**config.mk**
```make
export PLATFORM = sky130hd
export DESIGN_NAME = pcu_port_config
export DESIGN_NICKNAME = d
export VERILOG_FILES = /design/src/pcu_pkg.sv /design/src/pcu_port_config.sv
export SDC_FILE = /design/constraint.sdc
export NUM_CORES = 1
export LEC_CHECK = 0
export ABC_AREA = 1
export BUFFER_PORTS_ARGS = -buffer_cell sky130_fd_sc_hd__buf_2
export CORE_AREA = 3 3 216 218
export DETAILED_ROUTE_END_ITERATION = 16
export DIE_AREA = 0 0 219 221
export PLACE_DENSITY = 0.35
export SETUP_SLACK_MARGIN = 0.3
export SLEW_MARGIN = 40
export SYNTH_ARGS = -nofsm -noshare
export SYNTH_HDL_FRONTEND = slang
export SYNTH_SLANG_ARGS = --single-unit
```
**constraint.sdc**
```tcl
create_clock -name sys_clk -period 2.6 [get_ports sys_clk]
set_input_delay 0.26 -clock sys_clk [delete_from_list [all_inputs] [get_ports sys_clk]]
set_output_delay 0.26 -clock sys_clk [all_outputs]
set_load 0.02 [all_outputs]
```
**src/pcu_pkg.sv**
```systemverilog
// package for the port configuration unit: register map, field layout, types.
// assumes one 250 MHz clock and a 32-bit Avalon-MM register slave.
package pcu_pkg;

    // ************************************************************
    // register offsets (byte addresses)
    // ************************************************************
    localparam logic [7:0] PCU_OFF_MASK     = 8'h00;
    localparam logic [7:0] PCU_OFF_VMAP_A   = 8'h08;
    localparam logic [7:0] PCU_OFF_VMAP_B   = 8'h0c;
    localparam logic [7:0] PCU_OFF_CLKEV    = 8'h04;
    localparam logic [7:0] PCU_OFF_RELOC    = 8'h14;
    localparam logic [7:0] PCU_OFF_EVCTL    = 8'h18;
    localparam logic [7:0] PCU_OFF_PINPORT  = 8'h1c; // target port of pin setup writes
    localparam logic [7:0] PCU_OFF_PINSET   = 8'h40; // 8 pin setup words, 0x40..0x5c
    localparam logic [7:0] PCU_OFF_VPORT    = 8'h80; // 4 vports x 4 regs, 0x80..0xbc

    // ************************************************************
    // reset values and field layout
    // ************************************************************
    localparam logic [7:0] PCU_RST_BYTE     = 8'h00;
    localparam logic [7:0] PCU_RELOC_MASK   = 8'h0f; // bits 7:4 reserved
    localparam logic [7:0] PCU_EVCTL_MASK   = 8'h07; // bits 7:3 reserved
    localparam logic [7:0] PCU_IRQF_MASK    = 8'h03; // flag bits 1:0 only
    localparam int         PCU_NPORT        = 16;
    localparam int         PCU_NVP          = 4;
    localparam int         PCU_BIT_PINSEL   = 7;
    localparam int         PCU_BIT_RTC_SOURCE_OUTPUT_ENABLE   = 6;
    localparam int         PCU_PIN_HI       = 7;
    localparam int         PCU_PIN_LO       = 4;
    localparam int         PCU_PIN_RTC      = 6;

    // ************************************************************
    // port codes (selector order)
    // ************************************************************
    localparam logic [3:0] PCU_PORT_C       = 4'h2;
    localparam logic [3:0] PCU_PORT_D       = 4'h3;
    localparam logic [3:0] PCU_PORT_E       = 4'h4;
    localparam logic [3:0] PCU_PORT_F       = 4'h5;
    localparam logic [3:0] PCU_PORT_H       = 4'h7;
    localparam logic [3:0] PCU_PORT_L       = 4'ha;

    // virtual port register kinds
    typedef enum logic [1:0] {
        PCU_VR_DIR   = 2'b00,
        PCU_VR_OUT   = 2'b01,
        PCU_VR_IN    = 2'b10,
        PCU_VR_FLAGS = 2'b11
    } pcu_vreg_t;

    // routed clock choice
    typedef enum logic [1:0] {
        PCU_CLK_1X = 2'b00,
        PCU_CLK_2X = 2'b01,
        PCU_CLK_4X = 2'b10,
        PCU_CLK_NA = 2'b11
    } pcu_clksel_t;

    // clock/event routing register layout
    typedef struct packed {
        logic        pin_select;
        logic        rtc_out;
        logic [1:0]  event_port;
        pcu_clksel_t clk_choice;
        logic [1:0]  clock_port;
    } pcu_clkev_t;

    // per-port access toward the physical port registers
    typedef struct packed {
        logic       wr;
        logic       rd;
        pcu_vreg_t  reg_kind;
        logic [7:0] wdata;
    } pcu_port_req_t;

    // pin setup broadcast toward all pin setup registers of one port
    typedef struct packed {
        logic [7:0] wr_en;
        logic [7:0] wdata;
    } pcu_pinset_t;

endpackage

```
**src/pcu_port_config.sv**
```systemverilog
// port configuration unit: multi-pin setup, virtual ports, clock/event routing,
// external bus signal relocation. physical port registers live outside and answer
// combinationally on phys_rdata in the cycle of the request.
//
// Behaviour
// - mask bit n enrolls pin n in a combined pin setup write
// - nonzero mask: pin setup write goes to every masked pin, only those
// - mask clears itself after any pin setup write
// - map A: vport1 selector bits 7:4, vport0 selector bits 3:0
// - map B: vport3 selector bits 7:4, vport2 selector bits 3:0
// - vport dir/out/in/flag access acts as the selected physical port's
// - selector codes 0..15 name ports A..H, J..N, P, Q, R
// - pin select bit moves routed clock/event from pin 7 to pin 4
// - rtc output bit drives rtc source on port C pin 6
// - event field: 00 off, 01 C, 10 D, 11 E
// - clock choice: 00 1x, 01 2x, 10 4x peripheral clock
// - clock port field: 00 off, 01 C, 10 D, 11 E
// - clock wins over event on the same pin
// - address placement: 00 F0-7, 01 E0-7, 10 F4-7, 11 E4-7
// - address placement only acts in four-port bus mode
// - extra address pins carry mode-dependent address slices
// - chip selects on pins 4-7 of H, L, F or E
// - reserved bits read zero and are stored as zero
//
// The Avalon-MM interface to the registers was chosen for this implementation.
`timescale 1ns/1ns
module pcu_port_config
    import pcu_pkg::*;
(
    // clock and reset
    input  wire logic              sys_clk,
    input  wire logic              rst_n,
    // avalon-mm register slave
    input  wire logic [7:0]        avs_address,
    input  wire logic              avs_read,
    input  wire logic              avs_write,
    input  wire logic [31:0]       avs_writedata,
    input  wire logic [3:0]        avs_byteenable,
    output logic [31:0]            avs_readdata,
    output logic                   avs_waitrequest,
    // physical port register access, one strobe set per port
    output pcu_port_req_t [15:0]   phys_req,
    input  wire logic [15:0][7:0]  phys_rdata,
    // pin setup writes toward one port
    output logic [3:0]             pinset_port,
    output pcu_pinset_t            pinset,
    // clock and event sources
    input  wire logic              periph_clk_1x,
    input  wire logic              periph_clk_2x,
    input  wire logic              periph_clk_4x,
    input  wire logic              rtc_clk_src,
    input  wire logic              event_ch0,
    // routed pin functions: [0]=port C, [1]=D, [2]=E, bit = pin
    output logic [2:0][7:0]        route_en,
    output logic [2:0][7:0]        route_val,
    // external bus relocation
    input  wire logic              ebus_four_port,
    input  wire logic [1:0]        ebus_mem_mode,
    input  wire logic [23:8]       ebus_addr,
    input  wire logic [3:0]        ebus_cs,
    output logic [7:0]             reloc_f_en,
    output logic [7:0]             reloc_f_val,
    output logic [7:0]             reloc_e_en,
    output logic [7:0]             reloc_e_val,
    output logic [3:0]             reloc_h_en,
    output logic [3:0]             reloc_h_val,
    output logic [3:0]             reloc_l_en,
    output logic [3:0]             reloc_l_val,
    // state seen by the pin logic
    output logic [7:0]             event_pin_control
);

    // ************************************************************
    // decode helpers
    // ************************************************************
    // maps a 2-bit C/D/E port field to a one-hot of the three routable ports
    function automatic logic [2:0] port_onehot(input logic [1:0] code);
        logic [2:0] oh;
        oh = 3'b000;
        if (code != 2'b00) begin
            oh[code - 2'b01] = 1'b1;
        end
        return oh;
    endfunction

    // vport selector lookup: four nibbles held in two map registers
    function automatic logic [3:0] vp_sel(input logic [7:0] ma, input logic [7:0] mb, input logic [1:0] vp);
        logic [15:0] all;
        all = {mb, ma};
        return all[vp*4 +: 4];
    endfunction

    // ************************************************************
    // registers
    // ************************************************************
    logic [7:0] mask_r, mask_nxt;
    logic [7:0] vmap_a_r, vmap_a_nxt;
    logic [7:0] vmap_b_r, vmap_b_nxt;
    logic [7:0] clkev_r, clkev_nxt;
    logic [7:0] reloc_r, reloc_nxt;
    logic [7:0] evctl_r, evctl_nxt;
    logic [3:0] pinset_port_r, pinset_port_nxt;
    logic       ack_r, ack_nxt;
    logic [31:0] rdata_r, rdata_nxt;

    logic        acc;
    logic [7:0]  wbyte;
    logic        hit_pinset, hit_vport;
    logic [2:0]  pin_idx;
    logic [1:0]  vp_idx;
    pcu_vreg_t   vp_kind;
    logic [3:0]  vp_port;
    pcu_clkev_t  clkev;

    assign acc        = (avs_read || avs_write) && !ack_r;
    assign wbyte      = avs_byteenable[0] ? avs_writedata[7:0] : 8'h00;
    assign hit_pinset = (avs_address[7:5] == PCU_OFF_PINSET[7:5]);
    assign hit_vport  = (avs_address[7:6] == PCU_OFF_VPORT[7:6]);
    assign pin_idx    = avs_address[4:2];
    assign vp_idx     = avs_address[5:4];
    assign vp_kind    = pcu_vreg_t'(avs_address[3:2]);
    assign vp_port    = vp_sel(vmap_a_r, vmap_b_r, vp_idx);
    assign clkev      = pcu_clkev_t'(clkev_r);

    // one wait cycle per access: answer comes on the second edge
    assign avs_waitrequest = (avs_read || avs_write) && !ack_r;
    assign avs_readdata    = rdata_r;

    // ************************************************************
    // register next state
    // ************************************************************
    always_comb begin
        mask_nxt        = mask_r;
        vmap_a_nxt      = vmap_a_r;
        vmap_b_nxt      = vmap_b_r;
        clkev_nxt       = clkev_r;
        reloc_nxt       = reloc_r;
        evctl_nxt       = evctl_r;
        pinset_port_nxt = pinset_port_r;
        ack_nxt         = acc;
        rdata_nxt       = rdata_r;
        if (acc && avs_write) begin
            if (hit_pinset) begin
                mask_nxt = PCU_RST_BYTE;
            end else begin
                unique case (avs_address)
                    PCU_OFF_MASK:   mask_nxt = wbyte;
                    PCU_OFF_VMAP_A: vmap_a_nxt = wbyte;
                    PCU_OFF_VMAP_B: vmap_b_nxt = wbyte;
                    PCU_OFF_CLKEV:  clkev_nxt = wbyte;
                    PCU_OFF_RELOC:  reloc_nxt = wbyte & PCU_RELOC_MASK;
                    PCU_OFF_EVCTL:  evctl_nxt = wbyte & PCU_EVCTL_MASK;
                    PCU_OFF_PINPORT: pinset_port_nxt = wbyte[3:0];
                    default:        ;
                endcase
            end
        end
        if (acc && avs_read) begin
            rdata_nxt = 32'h0000_0000;
            if (hit_vport) begin
                rdata_nxt[7:0] = (vp_kind == PCU_VR_FLAGS) ? (phys_rdata[vp_port] & PCU_IRQF_MASK)
                                                           : phys_rdata[vp_port];
            end else begin
                unique case (avs_address)
                    PCU_OFF_MASK:   rdata_nxt[7:0] = mask_r;
                    PCU_OFF_VMAP_A: rdata_nxt[7:0] = vmap_a_r;
                    PCU_OFF_VMAP_B: rdata_nxt[7:0] = vmap_b_r;
                    PCU_OFF_CLKEV:  rdata_nxt[7:0] = clkev_r;
                    PCU_OFF_RELOC:  rdata_nxt[7:0] = reloc_r;
                    PCU_OFF_EVCTL:  rdata_nxt[7:0] = evctl_r;
                    PCU_OFF_PINPORT: rdata_nxt[3:0] = pinset_port_r;
                    default:        rdata_nxt = 32'h0000_0000;
                endcase
            end
        end
    end

    always_ff @(posedge sys_clk) begin
        if (!rst_n) begin
            mask_r        <= PCU_RST_BYTE;
            vmap_a_r      <= PCU_RST_BYTE;
            vmap_b_r      <= PCU_RST_BYTE;
            clkev_r       <= PCU_RST_BYTE;
            reloc_r       <= PCU_RST_BYTE;
            evctl_r       <= PCU_RST_BYTE;
            pinset_port_r <= 4'h0;
            ack_r         <= 1'b0;
            rdata_r       <= 32'h0000_0000;
        end else begin
            mask_r        <= mask_nxt;
            vmap_a_r      <= vmap_a_nxt;
            vmap_b_r      <= vmap_b_nxt;
            clkev_r       <= clkev_nxt;
            reloc_r       <= reloc_nxt;
            evctl_r       <= evctl_nxt;
            pinset_port_r <= pinset_port_nxt;
            ack_r         <= ack_nxt;
            rdata_r       <= rdata_nxt;
        end
    end

    assign pinset_port       = pinset_port_r;
    assign event_pin_control = evctl_r;

    // ************************************************************
    // pin setup broadcast and virtual port forwarding
    // ************************************************************
    // write strobes leave in the access cycle so the target sees exactly one write
    always_comb begin
        pinset.wdata = wbyte;
        pinset.wr_en = 8'h00;
        if (acc && avs_write && hit_pinset) begin
            if (mask_r != 8'h00) begin
                pinset.wr_en = mask_r;
            end else begin
                pinset.wr_en[pin_idx] = 1'b1;
            end
        end
    end

    // every port sees a request only when a vport aimed at it is accessed
    generate
        for (genvar p = 0; p < PCU_NPORT; p++) begin : g_port
            always_comb begin
                phys_req[p].reg_kind = vp_kind;
                phys_req[p].wdata    = wbyte;
                phys_req[p].wr       = acc && avs_write && hit_vport && (vp_port == 4'(p));
                phys_req[p].rd       = acc && avs_read && hit_vport && (vp_port == 4'(p));
            end
        end
    endgenerate

    // ************************************************************
    // clock and event routing
    // ************************************************************
    logic       clk_src;
    logic [2:0] clk_oh, ev_oh;
    logic [2:0] pin_sel;

    always_comb begin
        unique case (clkev.clk_choice)
            PCU_CLK_1X: clk_src = periph_clk_1x;
            PCU_CLK_2X: clk_src = periph_clk_2x;
            PCU_CLK_4X: clk_src = periph_clk_4x;
            default:    clk_src = 1'b0; // unused code drives low
        endcase
    end

    assign clk_oh  = port_onehot(clkev.clock_port);
    assign ev_oh   = port_onehot(clkev.event_port);
    assign pin_sel = clkev.pin_select ? 3'(PCU_PIN_LO) : 3'(PCU_PIN_HI);

    // pure routing: the clock passes through gates, never through a flop
    always_comb begin
        route_en  = '0;
        route_val = '0;
        for (int i = 0; i < 3; i++) begin
            if (clk_oh[i]) begin
                route_en[i][pin_sel]  = 1'b1;
                route_val[i][pin_sel] = clk_src;
            end else if (ev_oh[i]) begin
                route_en[i][pin_sel]  = 1'b1;
                route_val[i][pin_sel] = event_ch0;
            end
        end
        if (clkev.rtc_out) begin
            route_en[0][PCU_PIN_RTC]  = 1'b1;
            route_val[0][PCU_PIN_RTC] = rtc_clk_src;
        end
    end

    // ************************************************************
    // external bus relocation
    // ************************************************************
    logic [7:0] addr_byte;
    logic [1:0] adr_place;
    logic [1:0] cs_place;

    assign adr_place = reloc_r[3:2];
    assign cs_place  = reloc_r[1:0];

    // address slice by memory mode: 0 sdram, 1 sram, 2 sram unlatched
    always_comb begin
        addr_byte = 8'h00;
        if (!adr_place[1]) begin
            unique case (ebus_mem_mode)
                2'b00:   addr_byte = {4'h0, ebus_addr[18:15]};
                2'b01:   addr_byte = ebus_addr[23:16];
                2'b10:   addr_byte = ebus_addr[15:8];
                default: addr_byte = 8'h00;
            endcase
        end else begin
            addr_byte = (ebus_mem_mode == 2'b00) ? {ebus_addr[18:15], 4'h0} : {ebus_addr[19:16], 4'h0};
        end
    end

    always_comb begin
        reloc_f_en  = 8'h00;
        reloc_e_en  = 8'h00;
        reloc_f_val = 8'h00;
        reloc_e_val = 8'h00;
        reloc_h_en  = 4'h0;
        reloc_l_en  = 4'h0;
        reloc_h_val = 4'h0;
        reloc_l_val = 4'h0;
        if (ebus_four_port) begin
            unique case (adr_place)
                2'b00: begin reloc_f_en = 8'hff; reloc_f_val = addr_byte; end
                2'b01: begin reloc_e_en = 8'hff; reloc_e_val = addr_byte; end
                2'b10: begin reloc_f_en = 8'hf0; reloc_f_val = addr_byte; end
                2'b11: begin reloc_e_en = 8'hf0; reloc_e_val = addr_byte; end
            endcase
        end
        unique case (cs_place)
            2'b00: begin reloc_h_en = 4'hf; reloc_h_val = ebus_cs; end
            2'b01: begin reloc_l_en = 4'hf; reloc_l_val = ebus_cs; end
            2'b10: begin reloc_f_en[7:4] = 4'hf; reloc_f_val[7:4] = ebus_cs; end
            2'b11: begin reloc_e_en[7:4] = 4'hf; reloc_e_val[7:4] = ebus_cs; end
        endcase
    end
endmodule

```
==> impl_metrics.tcl, run 1 <==
set metrics [dict create \
    status "completed" \
    finalSetupViolCount 0 \
    detail_route.wl_per_cell_um 15.5 \
    clock_latency_ns 0.30 \
    regToRegEndpoint "avs_readdata[2]" \
    wirelength_um 31900 \
    ant_nets 0 \
    fin_cells 2050 \
    drt_iter0_drc 431 \
    grt_pass1_vias 7188 \
    drive_gt1_share_pct 37.0 \
    num_rows 78 \
    cts_max_level 2 \
    crit_path_start_kind "flop" \
    multiInputGateArea_sq_um 3560 \
    grt_use_total_pct 12.2 \
    io-pin-count 553 \
    dr_wl_met3_um 2110 \
    die_x_um 219 \
    yosysWarnings 0 \
    cts_buffers 5 \
    synth_area_sq_um 6860 \
    path_class "reg -> out" \
    rsz0062_at_grt "true" \
    gp_congestion 0.854 \
    core_sq_um 45100 \
    hold_viol_final 0 \
    pwr-share-seq_pct 31.2 \
    leakage_uw 0.00485 \
    hold_path_end "vmap_a_r[5]" \
    dp_hpwl_um 26800 \
    antenna_found_initial 3 \
    comb_power_share_pct 41.7 \
    pwr-share-clk_pct 27.1 \
    grt_pass1_wl_um 45400 \
    hold_depth 3 \
    report.power.total_uw 2590 \
    dp.cells 2039 \
    synthFlopType "dfxtp_1" \
    clock_path_buffers 2 \
    start_util_pct 15.2 \
    intPower_uw 1500 \
    period_share_pct 83.7 \
    synthArstFlopShare_pct 0 \
    syn_inst 1180 \
    cts_tree "done" \
    layout.nets 1653 \
    routed_via_density 3.77 \
    synth_seq_area_share_pct 15.2 \
    yosysUniqueCellTypes 36 \
    clock-skew-final_ns 0.00657 \
    p_per_area_nw_per_um2 305 \
    worstMarginPinSlew_ns 0.623 \
    nFillCells 5346 \
    cts_root_buffer "clkbuf_16" \
    ir_drop_mv 0.218 \
    finalSetupTns_ns 0 \
    syn_to_final_growth_pct 24.1 \
    top_layer "met5" \
    worstHoldPathType "in -> reg" \
    clk_pin_slew_worst_paths_ns 0.08 \
    synth-edff-count 0 \
    grt_remaining_overflow 0 \
    grt_max_degree 80 \
    antennaDiodeCount 0 \
    sw_frac_of_total_pct 42.2 \
    dr_total_vias 7729 \
    rrSetupSlack_ns 0.51 \
    reg2reg_depth 13 \
    ff_latch_area_sq_um 1040 \
    wl_met2_um 15900 \
    end_kind "output port" \
    drc 0 \
    worstPathRequired_ns 2.34 \
    wl_met1_um 13400 \
    fin_crit_ns 2.18 \
    min-delay-start "avs_writedata[5]" \
    die_area_sq_um 48400 \
    place_area_sq_um 8240 \
    cp_data_arrival_time_ns 1.92 \
    switchingPower_uw 1090 \
    finalMaxSlewViolations 0 \
    syn_avg_cell_area_sq_um 5.81 \
    rr_startpoint "vmap_b_r[4]" \
    drtPass1Iterations 7 \
    io_buffers 462 \
    die_h_um 221 \
    max_freq_mhz 460 \
    ys_ff_latch 52 \
    fin_area_sq_um 8510 \
    maxCapViolations 0 \
    critical_path.max_fanout 16 \
    numClockSinks 52 \
    holdBufCountCts 0 \
    maxSlewHeadroom_pct 58.5 \
]
==> final cells by class <==
class                   instances  share of cell area [%]
clock inverters                 3                   0.265
repair buffers                481                    29.3
well taps                     600                    8.82
multi-input cells             773                    41.8
flip-flops and latches         52                    12.2
inverters                     136                    6.15
clock buffers                   5                    1.47
==> layer usage <==
metal	vias up	global-route usage, %
li1	3957	-
met1	3437	15.3
met2	299	22.2
met3	30	2.24
met4	6	1.84
met5	-	0
==> flip-flops by register name, indices dropped and copies added (netlist names) <==
name               count
clkev                  8
avs_readdata           8
ack_r                  1
pinset_port            4
vmap_a_r               8
vmap_b_r               8
event_pin_control      3
mask_r                 8
reloc_r                4
==> cells by family after synthesis <==
family	count (synthesis)	synth area share [%]
simple gates	515	31.6
buf+inv	417	37.3
compound gates	193	15.6
flops	52	15.2
mux	2	0.292
other cells	1	0.0547
==> power groups by stage <==
stage / clock network [uW] / registers (uW) / logic [uW]
2_1_floorplan: 0 / 838 / 883
3_3_place_gp: 0 / 829 / 1090
3_5_place_dp: 0 / 829 / 1090
4_1_cts: 736 / 810 / 1100
5_1_grt: 770 / 812 / 1190
6_report: 703 / 810 / 1080
==> critical path, stage by stage, from the launching register on <==
cell	delay [ns]
dfxtp_1	0.31
a21oi_2	0.11
inv_1	0.10
nor2_4	0.12
inv_4	0.08
nor2_4	0.18
clkinvlp_4	0.12
buf_12	0.16
nor3_1	0.20
buf_2	0.22
==> how the worst max path moves through the flow <==
stage,from,endpoint,slack [ns],depth (start not counted)
final,ack_r,phys_req[58],0.42,9
after global routing,ack_r,phys_req[58],0.22,9
after CTS,vmap_b_r[4],phys_req[10],0.23,8
after detailed placement,avs_address[4],avs_readdata[2],0.20,14
after global placement,avs_address[4],phys_req[142],0.22,10
after floorplan,avs_write,phys_req[106],0.41,9
==> synthesized netlist by cell type (2+ instances only) <==
library cell / count / area (sq um)
buf_2: 15 / 75.1
o21ai_1: 22 / 110
nand4_1: 3 / 18.8
nand2_1: 334 / 1250
nor2_4: 4 / 45.0
buf_6: 6 / 67.6
nor2_2: 10 / 62.6
inv_1: 126 / 473
nor4_1: 2 / 12.5
dfxtp_1: 52 / 1040
inv_2: 10 / 37.5
o22ai_1: 13 / 81.3
o21ai_0: 74 / 370
mux2i_1: 2 / 20.0
o211ai_1: 11 / 82.6
buf_4: 248 / 1860
nor3_1: 35 / 175
a221o_1: 4 / 40.0
nand2_2: 4 / 25.0
nor2_1: 68 / 255
a21oi_1: 60 / 300
nand3_1: 43 / 215
clkbuf_1: 12 / 45.0
a31oi_1: 2 / 12.5
nand3b_1: 9 / 67.6
==> layout by cell type (no fill, tap or decap), drive strengths merged, types with 3 or more instances in the layout <==
cell    instances
o211ai         11
nand2         338
a221o           4
inv           135
nor4            3
buf           479
conb           63
clkbuf          7
nand3b          9
nand3          44
nor2           82
nor3           35
a21oi          61
o22ai          13
o21ai          98
dfxtp          52
nand4           3
==> timing repair <==
action                                  in CTS  in global routing
endpoints found under the setup margin      26                 38
cloned                                       0                  0
buffers inserted                             3                  0
pin swaps                                    1                  4
resized for setup                            3                 21
==> through the flow <==
step / utilization [%] / hold WS, ns / setup slack, ns
after floorplan: - / 0.389 / 0.412
after global placement: 18.3 / 0.457 / 0.216
after detailed placement: 18.3 / 0.459 / 0.195
after CTS: 18.7 / 0.350 / 0.226
after global routing: 18.9 / 0.377 / 0.219
final: 18.9 / 0.330 / 0.425
(Power assumes the default switching activity.)
==> run 2: changes to the inputs <==
--- a/config.mk
+++ b/config.mk
@@ -5,11 +5,11 @@
 export SDC_FILE = /design/constraint.sdc
 export NUM_CORES = 1
 export LEC_CHECK = 0
-export ABC_AREA = 1
+export ABC_AREA = 0
 export BUFFER_PORTS_ARGS = -buffer_cell sky130_fd_sc_hd__buf_2
-export CORE_AREA = 3 3 216 218
+export CORE_AREA = 3 3 217 219
 export DETAILED_ROUTE_END_ITERATION = 16
-export DIE_AREA = 0 0 219 221
+export DIE_AREA = 0 0 220 222
 export PLACE_DENSITY = 0.35
 export SETUP_SLACK_MARGIN = 0.3
 export SLEW_MARGIN = 40
==> constraint.sdc (replaced) <==
create_clock -name sys_clk -period 1.9 [get_ports sys_clk]
set_input_delay 0.19 -clock sys_clk [delete_from_list [all_inputs] [get_ports sys_clk]]
set_output_delay 0.19 -clock sys_clk [all_outputs]
set_load 0.02 [all_outputs]
==> run 2 against run 1 <==
Effect of this change: the flow now finishes with violations (negative setup slack); clock power is 45% higher; clock skew rose by 0.0099 ns; worst hold slack got worse by 0.13 ns; power up 37%; global-route usage decreased by 0.91 points; design area grew 24%; sequential share of layout area decreased by 2.2 points; highest routed layer unchanged.
==> impl_metrics.tcl, run 2 <==
set metrics [dict create \
    cp_data_arrival_time_ns 2.56 \
    layout_commonest_cell "buf_2" \
    synth_area_sq_um 6510 \
    comb_power_share_pct 40.0 \
    violations "negative setup slack" \
    io-pin-count 553 \
    grt_use_total_pct 11.3 \
    num_rows 78 \
    mostFrequentLayoutCells "388 x buf_2, 129 x buf_4, 113 x mux2i_1" \
    clock_path_buffers 2 \
    ant_nets 0 \
    intPower_uw 2130 \
    synth.area.top_cells "buf_4 28%, mux2i_1 18%, dfxtp_1 16%" \
    cts_buffers 5 \
    worstMarginPinSlew_ns 0.631 \
    maxSlewHeadroom_pct 57.9 \
    worstPathRequired_ns 2.10 \
    finalMaxSlewViolations 0 \
    die_x_um 220 \
    pwr-share-seq_pct 31.2 \
    switchingPower_uw 1410 \
    worstHoldPathType "in -> reg" \
    detail_route.wl_per_cell_um 16.6 \
    start_util_pct 14.4 \
    syn_to_final_growth_pct 62.4 \
    yosysWarnings 0 \
    finalSetupTns_ns -14.55 \
    hold_viol_final 0 \
    dr_total_vias 6860 \
    period_share_pct 124 \
    rsz0062_at_grt "true" \
    synth.top_cell.area_share_pct 28.3 \
    synth_area_leader_cell "buf_4" \
    end_kind "flop" \
    routed_via_density 3.77 \
    grt_max_degree 44 \
    ir_drop_mv 0.321 \
    dp_hpwl_um 24600 \
    gp_congestion 0.801 \
    drc 0 \
    die_area_sq_um 48800 \
    grt_pass1_wl_um 41600 \
    synth-edff-count 0 \
    clock-skew-final_ns 0.0165 \
    leakage_uw 0.00498 \
    syn_avg_cell_area_sq_um 7.72 \
    wirelength_um 30300 \
    synth_seq_area_share_pct 16.0 \
    yosysUniqueCellTypes 47 \
    finalSetupViolCount 43 \
    sw_frac_of_total_pct 39.9 \
    yosysMostFrequentCell "buf_4" \
    grt_pass1_vias 6423 \
    drt_iter0_drc 184 \
    clock_latency_ns 0.31 \
    place_area_sq_um 9100 \
    fin_area_sq_um 10600 \
    pwr-share-clk_pct 28.8 \
    syn_inst 843 \
    synthArstFlopShare_pct 0 \
    crit_path_start_kind "flop" \
    layout.nets 1423 \
    ys_top_cells_by_count "245 x buf_4, 124 x nor2_1, 114 x mux2i_1" \
    max_freq_mhz 423 \
    status "complete, but fails checks" \
    antenna_found_initial 3 \
    rrSetupSlack_ns -0.46 \
    p_per_area_nw_per_um2 335 \
    synthFlopType "dfxtp_1" \
    layout_setup_ws_ns -0.462 \
    drtPass1Iterations 4 \
    grt_remaining_overflow 0 \
    drive_gt1_share_pct 63.9 \
    die_h_um 222 \
    nFillCells 4965 \
    clk_pin_slew_worst_paths_ns 0.09 \
    path_class "reg -> reg" \
    fin_crit_ns 2.36 \
    cts_tree "done" \
    maxCapViolations 0 \
    numClockSinks 52 \
    cts_max_level 2 \
    cts_root_buffer "clkbuf_16" \
    ys_ff_latch 52 \
    io_buffers 462 \
    core_sq_um 45300 \
    critical_path.max_fanout 6 \
]
[run 2: through the flow]
stage	utilization [%]	power (uW)	cells	setup WS, ns	hold WS (ns)
after floorplan	-	2200	905	-0.0795	0.328
after global placement	20.1	2470	1784	-0.592	0.506
after detailed placement	20.1	2460	1784	-0.576	0.510
after CTS	22.1	3560	1808	-0.501	0.192
after global routing	23.3	3740	1821	-0.566	0.211
final	23.3	3540	1821	-0.462	0.201
[run 2: power groups by stage]
stage	Clock, uW	Sequential (uW)	Combinational [uW]
finish	1020	1110	1420
global route	1110	1110	1520
CTS	1070	1110	1380
detailed placement	0	1140	1330
global placement	0	1140	1330
floorplan	0	1140	1050
[run 2: area by class of cell]
class / count / area [sq um] / share of cell area, %
antenna: 1 / 2.50 / 0.0237
clock buffer: 5 / 125 / 1.18
clock inverter: 3 / 28.8 / 0.272
inverter: 9 / 43.8 / 0.414
multi-input combinational: 552 / 4540 / 42.9
sequential: 52 / 1060 / 10.1
tap: 600 / 751 / 7.10
timing repair buffer: 599 / 4020 / 38.0
[run 2: cell families after synthesis]
logic type      share of synthesized area (%)
buf+inv                                  32.2
simple gates                             17.4
mux                                      22.0
compound gates                           12.3
flops                                    16.0
other cells                            0.0576
[run 2: critical path, cell delays in order (launching register included)]
cell,delay [ns]
dfxtp_2,0.33
mux4_4,0.63
buf_12,0.18
buf_12,0.13
buf_4,0.14
mux2i_2,0.20
a21oi_2,0.09
a2111oi_2,0.32
buf_4,0.17
o22ai_1,0.05
[run 2: per-layer routing]
metal  part of all wire, %  vias to the layer above  GRT usage, %
li1                      -                     3343             -
met1                    40                     3190          13.3
met2                    52                      304          21.5
met3                   6.6                       19          2.12
met4                   1.2                        4          1.77
met5                 0.089                        -             0
[run 2: final timing paths]
check            startpoint               to  cells past startpoint
max             vmap_b_r[5]  avs_readdata[1]                      9
min                avs_read            ack_r                      3
max reg2reg     vmap_b_r[5]  avs_readdata[1]                      9
min reg2reg  pinset_port[0]   pinset_port[0]                      2
[run 2: what timing repair did]
| item | 4_1_cts | 5_1_grt |
|---|---|---|
| setup buffers | 14 | 12 |
| endpoints found under the hold margin | 0 | 0 |
| setup endpoints to repair | 139 | 128 |
| hold buffers | 0 | 0 |
| cloned | 2 | 0 |
| pin swaps | 32 | 24 |
| gates resized for setup | 181 | 107 |
